===== config.mk =====
export PLATFORM = sky130hd
export DESIGN_NAME = shp_handler_ctrl
export DESIGN_NICKNAME = d
export VERILOG_FILES = /design/src/hdl/shp_pkg.sv /design/src/hdl/shp_handler_ctrl.sv
export VERILOG_INCLUDE_DIRS = /design/src /design/src/hdl
export SDC_FILE = /design/constraint.sdc
export NUM_CORES = 1
export LEC_CHECK = 0
export ABC_CLOCK_PERIOD_IN_PS = 4700
export BUFFER_PORTS_ARGS = -buffer_cell sky130_fd_sc_hd__buf_2
export CORE_UTILIZATION = 45
export CTS_CLUSTER_SIZE = 16
export DETAILED_ROUTE_END_ITERATION = 8
export PLACE_DENSITY = 0.86
export SLEW_MARGIN = 20
export SYNTH_ARGS = -nofsm -noshare
export SYNTH_HDL_FRONTEND = slang
export SYNTH_SLANG_ARGS = --single-unit

===== constraint.sdc =====
create_clock -name sys_clk_i -period 4.7 [get_ports sys_clk_i]
set_clock_uncertainty 0.2 [all_clocks]
set_input_delay 0.235 -clock sys_clk_i [delete_from_list [all_inputs] [get_ports sys_clk_i]]
set_output_delay 0.235 -clock sys_clk_i [all_outputs]
set_load 0.01 [all_outputs]

===== src/hdl/shp_defines.svh =====
// constants of the system handler priority and control block
`ifndef SHP_DEFINES_SVH
`define SHP_DEFINES_SVH
`define SHP_OFF_FAULT_PRI    8'h00
`define SHP_OFF_SVC_PRI      8'h04
`define SHP_OFF_TICK_PRI     8'h08
`define SHP_OFF_CTRL         8'h0C
`define SHP_OFF_IRQ_STAT     8'h10
`define SHP_OFF_IRQ_MASK     8'h14
`define SHP_PRI_BITS         4
`define SHP_BIT_OP_EN        18
`define SHP_BIT_IC_EN        17
`define SHP_BIT_PR_EN        16
`define SHP_BIT_SVC_PEND     15
`define SHP_BIT_IC_PEND      14
`define SHP_BIT_PR_PEND      13
`define SHP_BIT_OP_PEND      12
`define SHP_BIT_TICK_ACT     11
`define SHP_BIT_DEF_ACT      10
`define SHP_BIT_MON_ACT      8
`define SHP_BIT_SVC_ACT      7
`define SHP_BIT_OP_ACT       3
`define SHP_BIT_IC_ACT       1
`define SHP_BIT_PR_ACT       0
`define SHP_RESP_OKAY        2'h0
`define SHP_RESP_SLVERR      2'h2
`define SHP_EV_ESCALATE      0
`define SHP_EV_PEND          1
`define SHP_EV_WIDTH         2
`endif


===== src/hdl/shp_pkg.sv =====
// types of the system handler priority and control block
package shp_pkg;
  // one fault indication per configurable fault: operation, interconnect,
  // protection
  typedef struct packed {
    logic op;
    logic ic;
    logic pr;
  } shp_fault_s;
  // pending flags
  typedef struct packed {
    logic svc;
    logic ic;
    logic pr;
    logic op;
  } shp_pend_s;
  // active flags
  typedef struct packed {
    logic tick;
    logic def;
    logic mon;
    logic svc;
    logic op;
    logic ic;
    logic pr;
  } shp_act_s;
endpackage


===== src/hdl/shp_handler_ctrl.sv =====
// system handler priority words and control/state word, AXI4-Lite slave
//
// Behaviour
// - each configurable system exception priority is a software settable 8-bit field
// - byte lanes of each priority word can be written alone
// - only priority bits 7:M are stored, low bits read zero
// - first word: protection 7:0, interconnect 15:8, operation 23:16
// - second word: supervisor call priority in bits 31:24
// - third word: tick timer 31:24, deferred service 23:16
// - enable bits 18, 17, 16 set to one enable the fault handlers
// - writing zero to an enable bit disables that handler
// - pending bits 15..12 report pending supervisor call and faults
// - software writes to pending bits set or clear pending state
// - active bits 11, 10, 8, 7 for tick, deferred, monitor, svc
// - active bits 3, 1, 0 for faults; bit 2 reserved
// - software writes to active bits change the active state
// - a fault whose handler is disabled escalates to hard fault
`timescale 1ns/1ps
`include "shp_defines.svh"
module shp_handler_ctrl
  import shp_pkg::*;
#(
  parameter int PRI_BITS = `SHP_PRI_BITS
) (
  input  wire logic        sys_clk_i,      // core clock
  input  wire logic        arst_n_i,       // async reset, active low
  input  wire logic        clk_en_i,       // freezes all state when low
  input  wire logic        awvalid_i,      // write address valid
  output logic             awready_o,      // write address ready
  input  wire logic [7:0]  awaddr_i,       // write byte address
  input  wire logic        wvalid_i,       // write data valid
  output logic             wready_o,       // write data ready
  input  wire logic [31:0] wdata_i,        // write data
  input  wire logic [3:0]  wstrb_i,        // write byte strobes
  output logic             bvalid_o,       // write response valid
  input  wire logic        bready_i,       // write response ready
  output logic [1:0]       bresp_o,        // write response
  input  wire logic        arvalid_i,      // read address valid
  output logic             arready_o,      // read address ready
  input  wire logic [7:0]  araddr_i,       // read byte address
  output logic             rvalid_o,       // read data valid
  input  wire logic        rready_i,       // read data ready
  output logic [31:0]      rdata_o,        // read data
  output logic [1:0]       rresp_o,        // read response
  input  wire shp_fault_s  fault_i,        // core: fault raised, pulse
  input  wire shp_pend_s   pend_set_i,     // core: set pending, pulse
  input  wire shp_pend_s   pend_clr_i,     // core: clear pending, pulse
  input  wire shp_act_s    act_set_i,      // core: exception entry, pulse
  input  wire shp_act_s    act_clr_i,      // core: exception return, pulse
  output logic [7:0]       pr_pri_o,       // protection fault priority
  output logic [7:0]       ic_pri_o,       // interconnect fault priority
  output logic [7:0]       op_pri_o,       // operation fault priority
  output logic [7:0]       svc_pri_o,      // supervisor call priority
  output logic [7:0]       def_pri_o,      // deferred service priority
  output logic [7:0]       tick_pri_o,     // tick timer priority
  output shp_fault_s       fault_en_o,     // fault handler enables
  output shp_pend_s        pend_o,         // pending flags
  output shp_act_s         act_o,          // active flags
  output logic             hard_fault_o,   // escalated fault, one cycle
  output logic             irq_o           // unmasked status level
);

  ////////////////////////////////////////////////////////////////////////////
  // write channel capture: address and data accepted in either order

  logic             aw_held_reg;
  logic             w_held_reg;
  logic [7:0]       aw_addr_reg;
  logic [31:0]      w_data_reg;
  logic [3:0]       w_strb_reg;
  logic             wr_fire;
  logic [PRI_BITS-1:0] pri_reg [6];
  shp_fault_s       en_reg;
  shp_pend_s        pend_reg;
  shp_act_s         act_reg;
  logic [`SHP_EV_WIDTH-1:0] stat_reg;
  logic [`SHP_EV_WIDTH-1:0] mask_reg;
  logic             hf_reg;

  assign awready_o = !aw_held_reg && !bvalid_o;
  assign wready_o  = !w_held_reg && !bvalid_o;
  assign wr_fire   = aw_held_reg && w_held_reg && !bvalid_o;

  always_ff @(posedge sys_clk_i or negedge arst_n_i) begin
    if (!arst_n_i) begin
      aw_held_reg <= 1'b0;
      w_held_reg  <= 1'b0;
      aw_addr_reg <= 8'h00;
      w_data_reg  <= 32'h0000_0000;
      w_strb_reg  <= 4'h0;
    end else if (clk_en_i) begin
      if (awvalid_i && awready_o) begin
        aw_held_reg <= 1'b1;
        aw_addr_reg <= awaddr_i;
      end else if (wr_fire) begin
        aw_held_reg <= 1'b0;
      end
      if (wvalid_i && wready_o) begin
        w_held_reg <= 1'b1;
        w_data_reg <= wdata_i;
        w_strb_reg <= wstrb_i;
      end else if (wr_fire) begin
        w_held_reg <= 1'b0;
      end
    end
  end

  // word index decode, shared by read and write
  function automatic logic [2:0] word_sel(input logic [7:0] a);
    case ({a[7:2], 2'b00})
      `SHP_OFF_FAULT_PRI: word_sel = 3'h0;
      `SHP_OFF_SVC_PRI:   word_sel = 3'h1;
      `SHP_OFF_TICK_PRI:  word_sel = 3'h2;
      `SHP_OFF_CTRL:      word_sel = 3'h3;
      `SHP_OFF_IRQ_STAT:  word_sel = 3'h4;
      `SHP_OFF_IRQ_MASK:  word_sel = 3'h5;
      default:            word_sel = 3'h7;
    endcase
  endfunction

  logic [2:0] wsel;
  assign wsel = word_sel(aw_addr_reg);

  always_ff @(posedge sys_clk_i or negedge arst_n_i) begin
    if (!arst_n_i) begin
      bvalid_o <= 1'b0;
      bresp_o  <= `SHP_RESP_OKAY;
    end else if (clk_en_i) begin
      if (wr_fire) begin
        bvalid_o <= 1'b1;
        bresp_o  <= (wsel == 3'h7) ? `SHP_RESP_SLVERR : `SHP_RESP_OKAY;
      end else if (bready_i) begin
        bvalid_o <= 1'b0;
      end
    end
  end

  ////////////////////////////////////////////////////////////////////////////
  // priority fields: index 0 pr, 1 ic, 2 op, 3 svc, 4 def, 5 tick

  // word and byte lane of each stored priority field
  function automatic logic [4:0] pri_loc(input int i);
    case (i)
      0:       pri_loc = {3'h0, 2'd0};
      1:       pri_loc = {3'h0, 2'd1};
      2:       pri_loc = {3'h0, 2'd2};
      3:       pri_loc = {3'h1, 2'd3};
      4:       pri_loc = {3'h2, 2'd2};
      default: pri_loc = {3'h2, 2'd3};
    endcase
  endfunction

  always_ff @(posedge sys_clk_i or negedge arst_n_i) begin
    if (!arst_n_i) begin
      for (int i = 0; i < 6; i++) pri_reg[i] <= '0;
    end else if (clk_en_i && wr_fire) begin
      for (int i = 0; i < 6; i++) begin
        if (wsel == 3'(pri_loc(i) >> 2) && w_strb_reg[2'(pri_loc(i))]) begin
          // only the upper bits are kept
          pri_reg[i] <= w_data_reg[2'(pri_loc(i))*8 + 8 - PRI_BITS +:
                                   PRI_BITS];
        end
      end
    end
  end

  function automatic logic [7:0] pri8(input logic [PRI_BITS-1:0] p);
    pri8 = {p, {(8-PRI_BITS){1'b0}}};
  endfunction

  assign pr_pri_o   = pri8(pri_reg[0]);
  assign ic_pri_o   = pri8(pri_reg[1]);
  assign op_pri_o   = pri8(pri_reg[2]);
  assign svc_pri_o  = pri8(pri_reg[3]);
  assign def_pri_o  = pri8(pri_reg[4]);
  assign tick_pri_o = pri8(pri_reg[5]);

  ////////////////////////////////////////////////////////////////////////////
  // control/state word

  logic ctl_wr2, ctl_wr1, ctl_wr0;
  assign ctl_wr2 = wr_fire && wsel == 3'h3 && w_strb_reg[2];
  assign ctl_wr1 = wr_fire && wsel == 3'h3 && w_strb_reg[1];
  assign ctl_wr0 = wr_fire && wsel == 3'h3 && w_strb_reg[0];

  always_ff @(posedge sys_clk_i or negedge arst_n_i) begin
    if (!arst_n_i) begin
      en_reg <= '0;
    end else if (clk_en_i && ctl_wr2) begin
      en_reg <= {w_data_reg[`SHP_BIT_OP_EN],
                 w_data_reg[`SHP_BIT_IC_EN],
                 w_data_reg[`SHP_BIT_PR_EN]};
    end
  end

  // software write overrides, then core events; core set wins over clear
  shp_pend_s pend_next;
  shp_act_s  act_next;
  always_comb begin
    pend_next = pend_reg;
    if (ctl_wr1) begin
      pend_next = {w_data_reg[`SHP_BIT_SVC_PEND],
                   w_data_reg[`SHP_BIT_IC_PEND],
                   w_data_reg[`SHP_BIT_PR_PEND],
                   w_data_reg[`SHP_BIT_OP_PEND]};
    end
    pend_next = (pend_next & ~pend_clr_i) | pend_set_i;
    // an enabled fault becomes pending
    pend_next.ic = pend_next.ic | (fault_i.ic & en_reg.ic);
    pend_next.pr = pend_next.pr | (fault_i.pr & en_reg.pr);
    pend_next.op = pend_next.op | (fault_i.op & en_reg.op);
  end

  always_comb begin
    act_next = act_reg;
    if (ctl_wr1) begin
      act_next.tick = w_data_reg[`SHP_BIT_TICK_ACT];
      act_next.def  = w_data_reg[`SHP_BIT_DEF_ACT];
      act_next.mon  = w_data_reg[`SHP_BIT_MON_ACT];
    end
    if (ctl_wr0) begin
      act_next.svc = w_data_reg[`SHP_BIT_SVC_ACT];
      act_next.op  = w_data_reg[`SHP_BIT_OP_ACT];
      act_next.ic  = w_data_reg[`SHP_BIT_IC_ACT];
      act_next.pr  = w_data_reg[`SHP_BIT_PR_ACT];
    end
    act_next = (act_next & ~act_clr_i) | act_set_i;
  end

  always_ff @(posedge sys_clk_i or negedge arst_n_i) begin
    if (!arst_n_i) begin
      pend_reg <= '0;
      act_reg  <= '0;
    end else if (clk_en_i) begin
      pend_reg <= pend_next;
      act_reg  <= act_next;
    end
  end

  // a fault on a disabled handler escalates
  always_ff @(posedge sys_clk_i or negedge arst_n_i) begin
    if (!arst_n_i) begin
      hf_reg <= 1'b0;
    end else if (clk_en_i) begin
      hf_reg <= |(fault_i & ~en_reg);
    end
  end

  assign fault_en_o   = en_reg;
  assign pend_o       = pend_reg;
  assign act_o        = act_reg;
  assign hard_fault_o = hf_reg;

  ////////////////////////////////////////////////////////////////////////////
  // event status and mask: escalation and software-visible pend from core

  logic [`SHP_EV_WIDTH-1:0] ev;
  assign ev[`SHP_EV_ESCALATE] = |(fault_i & ~en_reg);
  assign ev[`SHP_EV_PEND]     = |(fault_i & en_reg);

  always_ff @(posedge sys_clk_i or negedge arst_n_i) begin
    if (!arst_n_i) begin
      stat_reg <= '0;
      mask_reg <= '0;
    end else if (clk_en_i) begin
      if (wr_fire && wsel == 3'h4 && w_strb_reg[0]) begin
        stat_reg <= (stat_reg & ~w_data_reg[`SHP_EV_WIDTH-1:0]) | ev;
      end else begin
        stat_reg <= stat_reg | ev;
      end
      if (wr_fire && wsel == 3'h5 && w_strb_reg[0]) begin
        mask_reg <= w_data_reg[`SHP_EV_WIDTH-1:0];
      end
    end
  end

  assign irq_o = |(stat_reg & mask_reg);

  ////////////////////////////////////////////////////////////////////////////
  // read channel

  logic [31:0] rd_word;
  logic [2:0]  rsel;
  assign rsel      = word_sel(araddr_i);
  assign arready_o = !rvalid_o;

  always_comb begin
    rd_word = 32'h0000_0000;
    case (rsel)
      3'h0: rd_word = {8'h00, op_pri_o, ic_pri_o, pr_pri_o};
      3'h1: rd_word = {svc_pri_o, 24'h00_0000};
      3'h2: rd_word = {tick_pri_o, def_pri_o, 16'h0000};
      3'h3: begin
        rd_word[`SHP_BIT_OP_EN]    = en_reg.op;
        rd_word[`SHP_BIT_IC_EN]    = en_reg.ic;
        rd_word[`SHP_BIT_PR_EN]    = en_reg.pr;
        rd_word[`SHP_BIT_SVC_PEND] = pend_reg.svc;
        rd_word[`SHP_BIT_IC_PEND]  = pend_reg.ic;
        rd_word[`SHP_BIT_PR_PEND]  = pend_reg.pr;
        rd_word[`SHP_BIT_OP_PEND]  = pend_reg.op;
        rd_word[`SHP_BIT_TICK_ACT] = act_reg.tick;
        rd_word[`SHP_BIT_DEF_ACT]  = act_reg.def;
        rd_word[`SHP_BIT_MON_ACT]  = act_reg.mon;
        rd_word[`SHP_BIT_SVC_ACT]  = act_reg.svc;
        rd_word[`SHP_BIT_OP_ACT]   = act_reg.op;
        rd_word[`SHP_BIT_IC_ACT]   = act_reg.ic;
        rd_word[`SHP_BIT_PR_ACT]   = act_reg.pr;
      end
      3'h4: rd_word[`SHP_EV_WIDTH-1:0] = stat_reg;
      3'h5: rd_word[`SHP_EV_WIDTH-1:0] = mask_reg;
      default: rd_word = 32'h0000_0000;
    endcase
  end

  always_ff @(posedge sys_clk_i or negedge arst_n_i) begin
    if (!arst_n_i) begin
      rvalid_o <= 1'b0;
      rdata_o  <= 32'h0000_0000;
      rresp_o  <= `SHP_RESP_OKAY;
    end else if (clk_en_i) begin
      if (arvalid_i && arready_o) begin
        rvalid_o <= 1'b1;
        rdata_o  <= rd_word;
        rresp_o  <= (rsel == 3'h7) ? `SHP_RESP_SLVERR : `SHP_RESP_OKAY;
      end else if (rready_i) begin
        rvalid_o <= 1'b0;
      end
    end
  end
endmodule


After elaboration in Yosys (flattened, before gate mapping). Index checks and enable logic that the tools add are counted.

Output and inout bits: 105. Bits of input ports: 85. Word-level logic and storage cells: 206. Flip-flop bits (word level): 125.

Magnitude comparators: 6. Bitwise logic cells: 20. Shifts and indexed selects: 6. Eq/ne operators: 26. Add/sub/neg operators: 12. Mux-type cells: 51. Reduce and logical (&&, ||, !) cells: 52.

Operator list (number): indexed part select 32 x 33 -> 4 bit (6); subtractor 6 x 3 -> 7 bit, second input constant (6); case mux 13 bit (3 select lines) (1); adder 5 x 4 -> 6 bit, second input constant (6); case mux 3 bit (6 select lines) (2); 2-to-1 mux 2 bit (15); 2-to-1 mux 5 bit (6); AND reduction 2 bit (15); equality test 6 x 2 -> 1 bit, second input constant (4); equality test 6 x 3 -> 1 bit, second input constant (4); logical AND 1 bit (23); equality test 3 bit (6); equality test 3 bit, second input constant (6); < comparator 2 x 3 -> 1 bit, second input constant (6); case mux 9 bit (2 select lines) (1); 2-to-1 mux 1 bit (14); binary-select mux 1 bit (select 2 bit) (6); equality test 6 x 1 -> 1 bit, second input constant (2); logical NOT 6 bit (2); equality test 3 x 2 -> 1 bit, second input constant (3); 2-to-1 mux 4 bit (2); nonzero test 2 bit (4); bitwise AND 7 bit (1); inverter 7 bit (1); other kinds (19) (31).

Longest topological paths before layout. Gate-level depths: netlist of the first run.

Depth after elaboration: 12. Gate-level depth with buffers: 6. Gate-level depth less buffers: 4.

Worst setup path after synthesis of the first run. No wires, ideal clock.

Kind: register -> register. From: register aw_addr_reg[4]. To: register pri_reg (netlist bit svc_pri_o[4]). Library setup time: 0.125 ns. Path buffers: 0. Data required time: 4.375 ns. Path slack: 2.538 ns. Stages on the path, launching flop included: 4. Clock period less this slack: 2.162 ns. Arrival time: 1.838 ns. Cell sequence: dfrtp_1 -> or4_4 -> nor4_1 -> mux2_2.

Word-level cells in the longest chain between the ends: 5. Elaborated cells on any way between the ends: 10. Classes of those cells: eq/ne: 6; mux: 1; reduce/logical: 3.

Ends and longest elaborated chain: from (decl) (line shp_handler_ctrl.sv:68) `logic [7:0] aw_addr_reg;`; from (signal assigned) (line shp_handler_ctrl.sv:94) `aw_addr_reg <= awaddr_i;`; equality test 6 x 3 -> 1 bit (tied with other cells) (line shp_handler_ctrl.sv:110) `case ({a[7:2], 2'b00})`; case mux 3 bit (6 select lines) * (line shp_handler_ctrl.sv:110); equality test 3 bit * (line shp_handler_ctrl.sv:158) `if (wsel == 3'(pri_loc(i) >> 2) && w_strb_reg[2'(pri_loc(i))]) begin`; logical AND 1 bit * (line shp_handler_ctrl.sv:158); AND reduction 2 bit (no line) *; to (signal, indexed assignment) (line shp_handler_ctrl.sv:160) `pri_reg[i] <= w_data_reg[2'(pri_loc(i))*8 + 8 - PRI_BITS +:`; to (decl) (line shp_handler_ctrl.sv:72) `logic [PRI_BITS-1:0] pri_reg [6];`.

Mark *: on every way between the ends. The rest lies on a longest branch, timed or not. A chain may end at the register's enable or synchronous reset.

Final worst setup path of the first run.
From: register bvalid_o. To: register act_reg (netlist bit act_o[3]).

Word-level cells in the longest chain between the ends: 7.

Ends and longest elaborated chain: from (decl) (line shp_handler_ctrl.sv:35) `output logic bvalid_o,`; from (signal assigned) (line shp_handler_ctrl.sv:126) `bvalid_o <= 1'b0;`; from (signal assigned) (line shp_handler_ctrl.sv:130) `bvalid_o <= 1'b1;`; from (signal assigned) (line shp_handler_ctrl.sv:133) `bvalid_o <= 1'b0;`; logical NOT 1 bit (line shp_handler_ctrl.sv:82) `assign wr_fire = aw_held_reg && w_held_reg && !bvalid_o;`; logical AND 1 bit (line shp_handler_ctrl.sv:82); logical AND 1 bit (2 in series) (line shp_handler_ctrl.sv:184) `assign ctl_wr0 = wr_fire && wsel == 3'h3 && w_strb_reg[0];`; 2-to-1 mux 4 bit (line shp_handler_ctrl.sv:221) `if (ctl_wr0) begin`; bitwise AND 7 bit (line shp_handler_ctrl.sv:227) `act_next = (act_next & ~act_clr_i) | act_set_i;`; OR 7 bit (line shp_handler_ctrl.sv:227); to (signal assigned) (line shp_handler_ctrl.sv:236) `act_reg <= act_next;`; to (decl) (line shp_handler_ctrl.sv:75) `shp_act_s act_reg;`.

Every way passes these cells.

==> out/metrics.json, run 1 <==
{
  "layout": {
    "sequential_cell_area_mm2": 0.00273,
    "final_cells": 729,
    "multi_input_gate_area_in_the_final_layout_mm2": 0.00187,
    "postLayoutCellArea_mm2": 0.00636,
    "layout-drive-gt1-share_pct": 40.3,
    "fillerInstances": 804,
    "num-nets-final": 673,
    "antenna-diode-count": 0,
    "area_delta_synth_final_pct": 32.0
  },
  "timing": {
    "setup_viol": 0,
    "period_minus_slack_ns": 2.87,
    "max_freq_mhz": 349,
    "timing.final.hold_violations": 0,
    "grt_setup_unrepaired": "no",
    "drv_slew": 0,
    "total_neg_setup_slack_ns": 0,
    "worst_margin_slew_ns": 1.04,
    "timing.final.ws_setup_ns": 1.83,
    "worst_slew_margin_rel_pct": 30.2,
    "layout_worst_path_cycle_share_pct": 61.0
  },
  "clock_tree": {
    "ctsHtreeMaxLevel": 3,
    "clock-sinks": 109,
    "numCtsBuffers": 9,
    "tritoncts": "done",
    "clock_insertion_delay_worst_skew_ns": 0.36,
    "cts_buffer_depth": 2,
    "cts.reportedPaths.clkPinSlew_ns": 0.10,
    "clock-root-buffer": "sky130_fd_sc_hd__clkbuf_8"
  },
  "grt": {
    "grt_antenna_before_repair": 0,
    "grt_util_all_layers_pct": 22.8,
    "grt_pass1_wl_um": 19500,
    "vias_in_the_first_global_route": 3908,
    "grt-ovfl-total": 0,
    "grt_start_max_net_pins": 59
  },
  "power_and_ir_drop": {
    "p_leak_nw": 3.28,
    "worst_ir_drop_vdd_v": 0.000281,
    "total_power_divided_by_cell_area_mw_per_mm2": 420,
    "finalPower_w": 0.00267
  },
  "placement": {
    "gp_routability_congestion": 0.855,
    "dpl.hpwl_um": 8130,
    "cell_area_after_placement_mm2": 0.00560,
    "port_buffer_count": 145,
    "pre_cts_slack_ns": 1.62,
    "numPlacedInstances": 659
  },
  "synthesis": {
    "synth_seq_area_share_pct": 56.6,
    "synth_cells": 391,
    "synth.cell_area_mm2": 0.00482,
    "yosysUniqueCellTypes": 37,
    "yosys_warnings": 0,
    "syn_avg_cell_area_um2": 12.3,
    "synth_seq_cells": 109
  },
  "drt": {
    "route.detailed.vias_per_inst": 5.28,
    "first_pass_iters": 5,
    "postRouteWirelength_um": 12100,
    "initial_drc_count": 281,
    "antenna_left": 0,
    "vias": 3848,
    "drc_errors": 0,
    "route.detailed.wl_per_inst_um": 16.6
  },
  "die": {
    "design.core.area_mm2": 0.0104,
    "rows": 37,
    "initial_core_util_pct": 46.5,
    "die_width_um": 105,
    "io-pin-count": 190,
    "die-height_um": 105,
    "floorplan.die_area_mm2": 0.0111
  },
  "critical_path": {
    "slowest_stage_cell_crit_path": "sky130_fd_sc_hd__dlygate4sd3_1",
    "max_stage_delay_ns": 0.59,
    "timing.setup.critical_path_class": "flop to flop",
    "worstPathRequired_ns": 4.80,
    "worst_setup_sp_type": "flop",
    "worst_path_cell_trace": "nand4b_1 > nor4_1 > buf_4 > a32oi_1 > o21ai_0 > dlygate4sd3_1",
    "critical_path.endpoint_type": "flop",
    "largest_driver_fanout_on_the_critical_path": 11,
    "cp_data_arrival_time_ns": 2.96
  },
  "job": {
    "timing.max_cap.violations": 0
  },
  "worst_hold_path": {
    "min-delay-path-class": "primary input to flop"
  },
  "outcome": {
    "status": "complete, no violations"
  }
}
metal layers:
metal	vias to the layer above	global-route usage (%)	routed length (um)	share of wire, %
li1	1726	-	-	-
met4	0	10.6	371	3.1
met2	178	38.6	6120	50
met5	-	0	0	0
met3	33	3.90	627	5.2
met1	1911	28.6	5010	41
power breakdown:
part | internal, W | total, W | switching, W
Clock | 0.000328 | 0.000633 | 0.000304
Combinational | 0.000353 | 0.000651 | 0.000298
Sequential | 0.00118 | 0.00139 | 0.000208
Total | 0.00186 | 0.00267 | 0.000811
cells in the final DEF (no fill, tap or decap), drive strengths merged:
cell / netlist / routed
o21a: 3 / 3
or4b: 1 / 1
a21oi: 5 / 5
bufinv: 0 / 2
conb: 1 / 33
nand3: 3 / 3
a221o: 6 / 6
or3: 3 / 3
a22oi: 4 / 4
o22a: 3 / 3
nand2b: 1 / 1
a21o: 7 / 7
mux2: 65 / 65
a32oi: 4 / 4
nor3: 4 / 4
dlygate4sd3: 0 / 54
and3: 2 / 2
nand3b: 5 / 5
nor2b: 3 / 3
nand4b: 2 / 2
o221ai: 1 / 1
dfrtp: 109 / 109
nor2: 7 / 7
o21ai: 18 / 18
nor4bb: 2 / 2
nand2: 34 / 34
or4: 2 / 2
and4b: 4 / 4
mux2i: 2 / 2
clkinv: 0 / 2
inv: 12 / 12
clkbuf: 15 / 12
nor4: 4 / 4
buf: 37 / 152
a22o: 22 / 22
stage by stage:
| step | util, % | hold slack, ns |
|---|---|---|
| after global placement | 53.9 | 0.133 |
| final | 61.3 | 0.0216 |
| after detailed placement | 54.0 | 0.143 |
| after floorplan | - | -0.261 |
| after global routing | 61.3 | 0.0178 |
| after CTS | 61.3 | 0.00917 |
worst paths after layout:
check | startpoint | endpoint | slack (ns) | cells past startpoint
worst max-delay path | bvalid_o | act_o[3] | 1.83 | 6
worst min-delay path | araddr_i[4] | rresp_o[1] | 0.02 | 3
worst max register to register | bvalid_o | act_o[3] | 1.83 | 6
worst min register to register | rdata_o[31] | rdata_o[31] | 0.29 | 2
max in group asynchronous | arst_n_i | mask_reg[0] | 2.87 | 3
min in group asynchronous | arst_n_i | hard_fault_o | 0.28 | 2
cell type report:
| type | count | area share [%] |
|---|---|---|
| Clock buffer | 12 | 2.44 |
| Timing Repair Buffer | 206 | 20.8 |
| Tap cell | 136 | 2.68 |
| Multi-Input combinational cell | 250 | 29.4 |
| Inverter | 12 | 0.708 |
| Clock inverter | 4 | 1.10 |
| Sequential cell | 109 | 42.9 |
cells in the mapped netlist:
master                     count  share of area, %
sky130_fd_sc_hd__mux2i_1       2              0.42
sky130_fd_sc_hd__a22oi_1       4              0.62
sky130_fd_sc_hd__buf_1         1             0.078
sky130_fd_sc_hd__nor2_1        6              0.47
sky130_fd_sc_hd__or4b_4        1              0.29
sky130_fd_sc_hd__o21ai_0      18               1.9
sky130_fd_sc_hd__nand4b_1      2              0.36
sky130_fd_sc_hd__and3_1        2              0.26
sky130_fd_sc_hd__o221ai_1      1              0.18
sky130_fd_sc_hd__conb_1        1             0.078
sky130_fd_sc_hd__nand3_1       3              0.31
sky130_fd_sc_hd__a32oi_1       4              0.73
sky130_fd_sc_hd__nand2b_1      1              0.13
sky130_fd_sc_hd__buf_2         3              0.31
sky130_fd_sc_hd__nor4_1        4              0.52
sky130_fd_sc_hd__nand3b_1      5              0.78
sky130_fd_sc_hd__nor4bb_1      2              0.42
sky130_fd_sc_hd__nor3_2        1              0.21
sky130_fd_sc_hd__a21o_1        7               1.1
sky130_fd_sc_hd__nor3_1        3              0.31
sky130_fd_sc_hd__or4_1         1              0.16
sky130_fd_sc_hd__inv_1        12              0.93
sky130_fd_sc_hd__nand2_1      34               2.6
sky130_fd_sc_hd__dfrtp_1     109                57
sky130_fd_sc_hd__a21oi_1       5              0.52
sky130_fd_sc_hd__a22o_1       22               4.0
sky130_fd_sc_hd__or4_4         1              0.23
sky130_fd_sc_hd__clkbuf_1     15               1.2
sky130_fd_sc_hd__buf_4        33               5.1
sky130_fd_sc_hd__o21a_1        3              0.47
sky130_fd_sc_hd__nor2_2        1              0.13
sky130_fd_sc_hd__o22a_1        3              0.55
sky130_fd_sc_hd__nor2b_1       3              0.39
sky130_fd_sc_hd__mux2_2       65                15
sky130_fd_sc_hd__or3_1         3              0.39
sky130_fd_sc_hd__a221o_1       6               1.2
sky130_fd_sc_hd__and4b_1       4              0.83
critical path, delay by kind of cell, from the launching register on:
kind / cells / cell delay (ns)
and+or+nand+nor: 2 / 1.05
DFF: 1 / 0.50
AOI/OAI and AO/OA: 2 / 0.23
buffers and inverters: 2 / 0.82
cell families after synthesis:
family	Yosys count	share of synthesized area (%)
flops	109	56.6
simple gates	77	8.83
compound gates	73	11.3
mux	67	15.6
buf+inv	64	7.63
other cells	1	0.0778
what timing repair did:
| item | in CTS | in global routing |
|---|---|---|
| buffers inserted | 0 | 0 |
| endpoints found under the hold margin | 105 | 0 |
| hold buffers | 54 | 0 |
| resized for setup | 0 | 0 |
Power figures use the tool's default switching activity.
==> run 2, diff against run 1 <==
- ABC_CLOCK_PERIOD_IN_PS: 4700 -> 2400
- CORE_UTILIZATION: 45 -> 44
- PLACE_DENSITY: 0.86 -> 0.87
- clock period: 4.7 -> 2.4 ns (I/O delays scaled with it)
==> run 2 against run 1 <==
Effect of this change:
- clock power grew 88%
- final area grew 2.7%
- total power grew 96%
- final cell count grew 2.7%
- setup slack lost 1.7 ns
- combinational power grew 100%
- critical path depth shrank 2
- flip-flop and latch count is the same
- die area grew 2.2%
- non-clock buffer count grew 20
- largest cell class unchanged
==> out/metrics.json, run 2 (synthesized netlist as in run 1, its figures left out) <==
{
  "outcome": {
    "status": "complete, no violations"
  },
  "critical_path": {
    "cp_data_arrival_time_ns": 2.29,
    "largest_driver_fanout_on_the_critical_path": 5,
    "worst_setup_sp_type": "flop",
    "worst_r2r_path_depth": 4,
    "timing.setup.critical_path_class": "flop to flop",
    "max_stage_delay_ns": 0.57,
    "critical_path.endpoint_type": "flop",
    "worst_path_cell_trace": "or4_4 > nor2_2 > or4b_4 > mux2_2",
    "slowest_stage_cell_crit_path": "sky130_fd_sc_hd__or4_4",
    "worstPathRequired_ns": 2.44
  },
  "clock_tree": {
    "tritoncts": "done",
    "ctsResizeCount": 0,
    "clock-root-buffer": "sky130_fd_sc_hd__clkbuf_8",
    "cts.repair_timing.setup_buffer_count": 0,
    "cts_buffer_depth": 2,
    "clock_insertion_delay_worst_skew_ns": 0.36,
    "clock-sinks": 109,
    "cts_hold_buffers": 64,
    "numCtsBuffers": 9,
    "ctsHtreeMaxLevel": 3,
    "cts.reportedPaths.clkPinSlew_ns": 0.10
  },
  "die": {
    "initial_core_util_pct": 46.1,
    "die-height_um": 107,
    "rows": 37,
    "design.core.area_mm2": 0.0105,
    "floorplan.die_area_mm2": 0.0114,
    "die_width_um": 107,
    "io-pin-count": 190
  },
  "layout": {
    "antenna-diode-count": 0,
    "layout-drive-gt1-share_pct": 40.5,
    "postLayoutCellArea_mm2": 0.00653,
    "mostFrequentLayoutCell": "sky130_fd_sc_hd__buf_2",
    "area_delta_synth_final_pct": 35.5,
    "num-nets-final": 693,
    "top_library_cells_by_usage_in_the_layout_fill_and_taps_aside": "sky130_fd_sc_hd__buf_2, sky130_fd_sc_hd__dfrtp_1, sky130_fd_sc_hd__mux2_2, sky130_fd_sc_hd__dlygate4sd3_1, sky130_fd_sc_hd__nand2_1"
  },
  "power_and_ir_drop": {
    "p_leak_nw": 3.36,
    "finalPower_w": 0.00523,
    "worst_ir_drop_vdd_v": 0.000517,
    "total_power_divided_by_cell_area_mw_per_mm2": 801
  },
  "timing": {
    "worst_slew_margin_rel_pct": 61.5,
    "max_freq_mhz": 445,
    "total_neg_setup_slack_ns": 0,
    "period_minus_slack_ns": 2.25,
    "grt_setup_unrepaired": "no",
    "layout_worst_path_cycle_share_pct": 93.7,
    "setup_viol": 0,
    "worst_margin_slew_ns": 0.577,
    "drv_slew": 0,
    "timing.final.hold_violations": 0
  },
  "worst_hold_path": {
    "min-delay-path-class": "primary input to flop",
    "worst_hold_path.num_cells": 3
  },
  "grt": {
    "grt_pass1_wl_um": 20100,
    "vias_in_the_first_global_route": 4079,
    "grt_start_max_net_pins": 48,
    "grt-ovfl-total": 0,
    "grt_util_all_layers_pct": 23.0,
    "grt_antenna_before_repair": 0
  },
  "placement": {
    "dpl.hpwl_um": 8860,
    "cell_area_after_placement_mm2": 0.00568,
    "gp_routability_congestion": 0.843,
    "port_buffer_count": 145
  },
  "drt": {
    "first_pass_iters": 4,
    "route.detailed.vias_per_inst": 5.19,
    "antenna_left": 0,
    "route.detailed.wl_per_inst_um": 17.2,
    "drc_errors": 0,
    "initial_drc_count": 270,
    "postRouteWirelength_um": 12900,
    "vias": 3890
  },
  "job": {
    "timing.max_cap.violations": 0
  }
}
[run 2: final cells by class]
class / count / area [um2]
fillers: 817 / 3930
flip-flops and latches: 109 / 2730
multi-input cells: 250 / 1870
repair buffers: 226 / 1510
well taps: 136 / 170
clock buffers: 10 / 128
clock inverters: 6 / 87.6
inverters: 12 / 45.0
[run 2: power by group]
| part | leakage [nW] | internal [W] | switching, W |
|---|---|---|---|
| sequential | 1.39 | 0.00231 | 0.000395 |
| combinational | 1.87 | 0.000722 | 0.000610 |
| clock | 0.0985 | 0.000587 | 0.000604 |
[run 2: worst paths after layout]
kind | start | end | slack [ns]
max | aw_addr_reg[4] | pr_pri_o[5] | 0.15
min reg2reg | rdata_o[30] | rdata_o[30] | 0.28
max in group asynchronous | arst_n_i | svc_pri_o[5] | 1.18
max reg2reg | aw_addr_reg[4] | pr_pri_o[5] | 0.15
min in group asynchronous | arst_n_i | rdata_o[5] | 0.12
min | clk_en_i | bvalid_o | 0.007
[run 2: per-stage QoR]
| stage | setup slack [ns] | hold WS [ns] | utilization (%) | cells |
|---|---|---|---|---|
| 2_1_floorplan | 0.238 | -0.376 | - | 423 |
| 3_3_place_gp | 0.211 | -0.0587 | 54.3 | 669 |
| 3_5_place_dp | 0.170 | -0.0516 | 54.3 | 669 |
| 4_1_cts | 0.153 | 0.00270 | 62.4 | 749 |
| 5_1_grt | 0.109 | 0.0193 | 62.4 | 749 |
| 6_report | 0.151 | 0.00671 | 62.4 | 749 |
[run 2: worst max-delay path: cells and delay by family, from the launching register on]
kind / cells / cell delay (ns)
and+or+nand+nor: 3 / 1.22
DFF: 1 / 0.42
muxes: 1 / 0.30
[run 2: routing by layer]
| layer | up-vias | GRT usage, % | wire, um |
|---|---|---|---|
| li1 | 1765 | - | - |
| met1 | 1940 | 27.8 | 5380 |
| met2 | 160 | 40.7 | 6720 |
| met3 | 25 | 4.44 | 526 |
| met4 | 0 | 8.51 | 283 |
| met5 | - | 0 | 0 |
==> run 3, diff against run 2 <==
- ABC_AREA: unset -> 1
- CORE_UTILIZATION: 44 -> 45
- PLACE_DENSITY: 0.87 -> 0.88
- RECOVER_POWER: unset -> 50
- SLEW_MARGIN: 20 -> unset
==> run 3 against run 2 <==
Effect of this change:
- maximum frequency grew 1.4%
- die area up 3.3%
- clock-buffer cell count unchanged
- register-to-register slack better by 0.03 ns
- non-clock buffer count down 6
- final area up 2.8%
- global-route usage is 2.7 points higher
- worst hold slack gained 0.025 ns
- synthesized area rose by 5.8%
- critical path type unchanged
- largest power group unchanged
==> out/metrics.json, run 3 <==
{
  "outcome": {
    "status": "complete, no violations"
  },
  "synthesis": {
    "synth_top_cell_area_share_pct": 53.5,
    "yosys_warnings": 0,
    "synth_seq_cells": 109,
    "synth_edf_count": 0,
    "synth.cells.most_frequent": "sky130_fd_sc_hd__nand2_1, sky130_fd_sc_hd__dfrtp_1, sky130_fd_sc_hd__inv_1, sky130_fd_sc_hd__nor2_1, sky130_fd_sc_hd__a21oi_1",
    "synth_cells": 599,
    "synth-async-reset-ratio_pct": 100,
    "syn_avg_cell_area_um2": 8.51,
    "dominantRegCellSynth": "sky130_fd_sc_hd__dfrtp_1",
    "synth_seq_area_share_pct": 53.5,
    "synth.area.top_cells": "sky130_fd_sc_hd__dfrtp_1, sky130_fd_sc_hd__nand2_1, sky130_fd_sc_hd__inv_1",
    "synth.cell_area_mm2": 0.00510,
    "yosysUniqueCellTypes": 30,
    "biggest_area_consumer_among_synthesized_cells": "sky130_fd_sc_hd__dfrtp_1",
    "post-synth-top-count-cell": "sky130_fd_sc_hd__nand2_1"
  },
  "clock_tree": {
    "tritoncts": "done",
    "numCtsBuffers": 9,
    "clock_insertion_delay_worst_skew_ns": 0.35,
    "cts_buffer_depth": 2,
    "ctsHtreeMaxLevel": 3,
    "clock-root-buffer": "sky130_fd_sc_hd__clkbuf_16",
    "cts.reportedPaths.clkPinSlew_ns": 0.07,
    "clock-sinks": 109
  },
  "placement": {
    "gp_routability_congestion": 0.840,
    "cell_area_after_placement_mm2": 0.00586,
    "port_buffer_count": 145,
    "dpl.hpwl_um": 9820
  },
  "die": {
    "die_width_um": 108,
    "initial_core_util_pct": 46.6,
    "io-pin-count": 190,
    "die-height_um": 108,
    "design.core.area_mm2": 0.0109,
    "rows": 38,
    "floorplan.die_area_mm2": 0.0118
  },
  "drt": {
    "vias": 4900,
    "postRouteWirelength_um": 14800,
    "first_pass_iters": 5,
    "wl_met1_um": 5820,
    "top_layer_used": "met4",
    "initial_drc_count": 426,
    "antenna_left": 0,
    "route.detailed.wl_per_inst_um": 15.5,
    "drc_errors": 0,
    "wl_met3_um": 1210,
    "routed-wl-met2_um": 7160,
    "route.detailed.vias_per_inst": 5.12
  },
  "critical_path": {
    "crit_start": "aw_addr_reg[2]",
    "worstPathRequired_ns": 2.43,
    "largest_driver_fanout_on_the_critical_path": 11,
    "reg_to_reg_critical_path_startpoint": "aw_addr_reg[2]",
    "cp_data_arrival_time_ns": 2.25,
    "critical_path.endpoint_type": "flop",
    "timing.setup.critical_path_class": "flop to flop",
    "worst_setup_sp_type": "flop"
  },
  "layout": {
    "num-nets-final": 897,
    "antenna-diode-count": 0,
    "mostFrequentLayoutCell": "sky130_fd_sc_hd__nand2_1",
    "postLayoutCellArea_mm2": 0.00672,
    "fillerInstances": 892,
    "layout-drive-gt1-share_pct": 15.8,
    "top_library_cells_by_usage_in_the_layout_fill_and_taps_aside": "sky130_fd_sc_hd__nand2_1, sky130_fd_sc_hd__dfrtp_1, sky130_fd_sc_hd__buf_2, sky130_fd_sc_hd__inv_1, sky130_fd_sc_hd__nor2_1",
    "area_delta_synth_final_pct": 31.8
  },
  "timing": {
    "period_minus_slack_ns": 2.22,
    "max_freq_mhz": 451,
    "layout_worst_path_cycle_share_pct": 92.4,
    "drv_slew": 0,
    "total_neg_setup_slack_ns": 0,
    "grt_setup_unrepaired": "no",
    "worst_margin_slew_ns": 1.25,
    "setup_viol": 0,
    "hold-worst-slack_ns": 0.0314,
    "worst_slew_margin_rel_pct": 16.6,
    "timing.final.hold_violations": 0
  },
  "job": {
    "timing.max_cap.violations": 0
  },
  "grt": {
    "grt_start_max_net_pins": 49,
    "grt_pass1_wl_um": 23000,
    "grt-ovfl-total": 0,
    "grt_antenna_before_repair": 0,
    "grt_util_all_layers_pct": 25.7,
    "vias_in_the_first_global_route": 4642
  },
  "power_and_ir_drop": {
    "p_leak_nw": 3.35,
    "worst_ir_drop_vdd_v": 0.000511,
    "total_power_divided_by_cell_area_mw_per_mm2": 806
  },
  "worst_hold_path": {
    "min_from": "fault_i[0]",
    "min-delay-path-class": "primary input to flop"
  }
}
[run 3: cell count changes in the layout (fill, tap and decap cells not counted), sizes merged, moves of 22 or more]
cell,delta
a21oi,+47
a22o,-22
buf,-74
clkbuf,+67
inv,+64
mux2,-57
nand2,+82
nand3,+47
nor2,+67
o21ai,+29
[run 3: per-stage QoR]
stage	util (%)	power [W]	worst slack (ns)	std cells
3_3_place_gp	53.6	0.00381	0.549	876
3_5_place_dp	53.6	0.00388	0.564	876
2_1_floorplan	-	0.00342	0.700	631
5_1_grt	61.4	0.00570	0.00206	957
6_report	61.4	0.00541	0.184	957
4_1_cts	62.1	0.00536	0.177	957
[run 3: logic make-up (layout without fill, tap and decap cells)]
logic type / count (synthesis) / in the layout / share of synthesized area (%)
buffers and inverters: 126 / 312 / 12.4
flip-flops: 109 / 109 / 53.5
AND/OR/NAND/NOR: 255 / 255 / 22.3
multiplexers: 8 / 8 / 1.84
AO/OA/AOI/OAI: 100 / 100 / 9.87
other: 1 / 33 / 0.0736
[run 3: layout make-up]
| cell class | count | area [um2] | area share [%] |
|---|---|---|---|
| well taps | 140 | 175 | 2.61 |
| flip-flops and latches | 109 | 2730 | 40.6 |
| repair buffers | 220 | 1380 | 20.5 |
| clock buffers | 10 | 229 | 3.41 |
| inverters | 76 | 285 | 4.25 |
| clock inverters | 6 | 46.3 | 0.689 |
| multi-input cells | 396 | 1880 | 27.9 |
[run 3: path summary, 6_finish.rpt]
path,to,slack (ns),depth (start not counted)
max,pend_o[3],0.18,9
min,stat_reg[1],0.03,5
max reg2reg,pend_o[3],0.18,9
min reg2reg,hard_fault_o,0.29,2
max in group asynchronous,rdata_o[29],0.73,3
min in group asynchronous,op_pri_o[7],0.37,2
[run 3: power by group]
part | internal (W) | leakage [nW] | switching [W]
sequential | 0.00226 | 1.33 | 0.000315
clock | 0.000713 | 0.129 | 0.000684
combinational | 0.000531 | 1.90 | 0.000907
[run 3: what timing repair did]
| action | in CTS | in global routing |
|---|---|---|
| gates resized for setup | 0 | 3 |
| endpoints found under the hold margin | 96 | 0 |
| hold buffers | 65 | 0 |
| endpoints found under the setup margin | 0 | 9 |
| buffers inserted | 0 | 0 |
[run 3: critical path, cell delays in order (launching register included)]
cell and delay [ns]:
sky130_fd_sc_hd__dfrtp_1 0.46, sky130_fd_sc_hd__nand2_1 0.15, sky130_fd_sc_hd__inv_1 0.07, sky130_fd_sc_hd__nand3_1 0.06, sky130_fd_sc_hd__nor2_1 0.09, sky130_fd_sc_hd__buf_4 0.20, sky130_fd_sc_hd__nand3_1 0.12, sky130_fd_sc_hd__nand3_1 0.14
sky130_fd_sc_hd__a21oi_1 0.07, sky130_fd_sc_hd__dlygate4sd3_1 0.56
[run 3: routing by layer]
metal	vias to the layer above	GRT usage, %
met5	-	0
met4	0	12.6
met3	59	5.42
met2	288	41.5
met1	2288	32.8
li1	2265	-
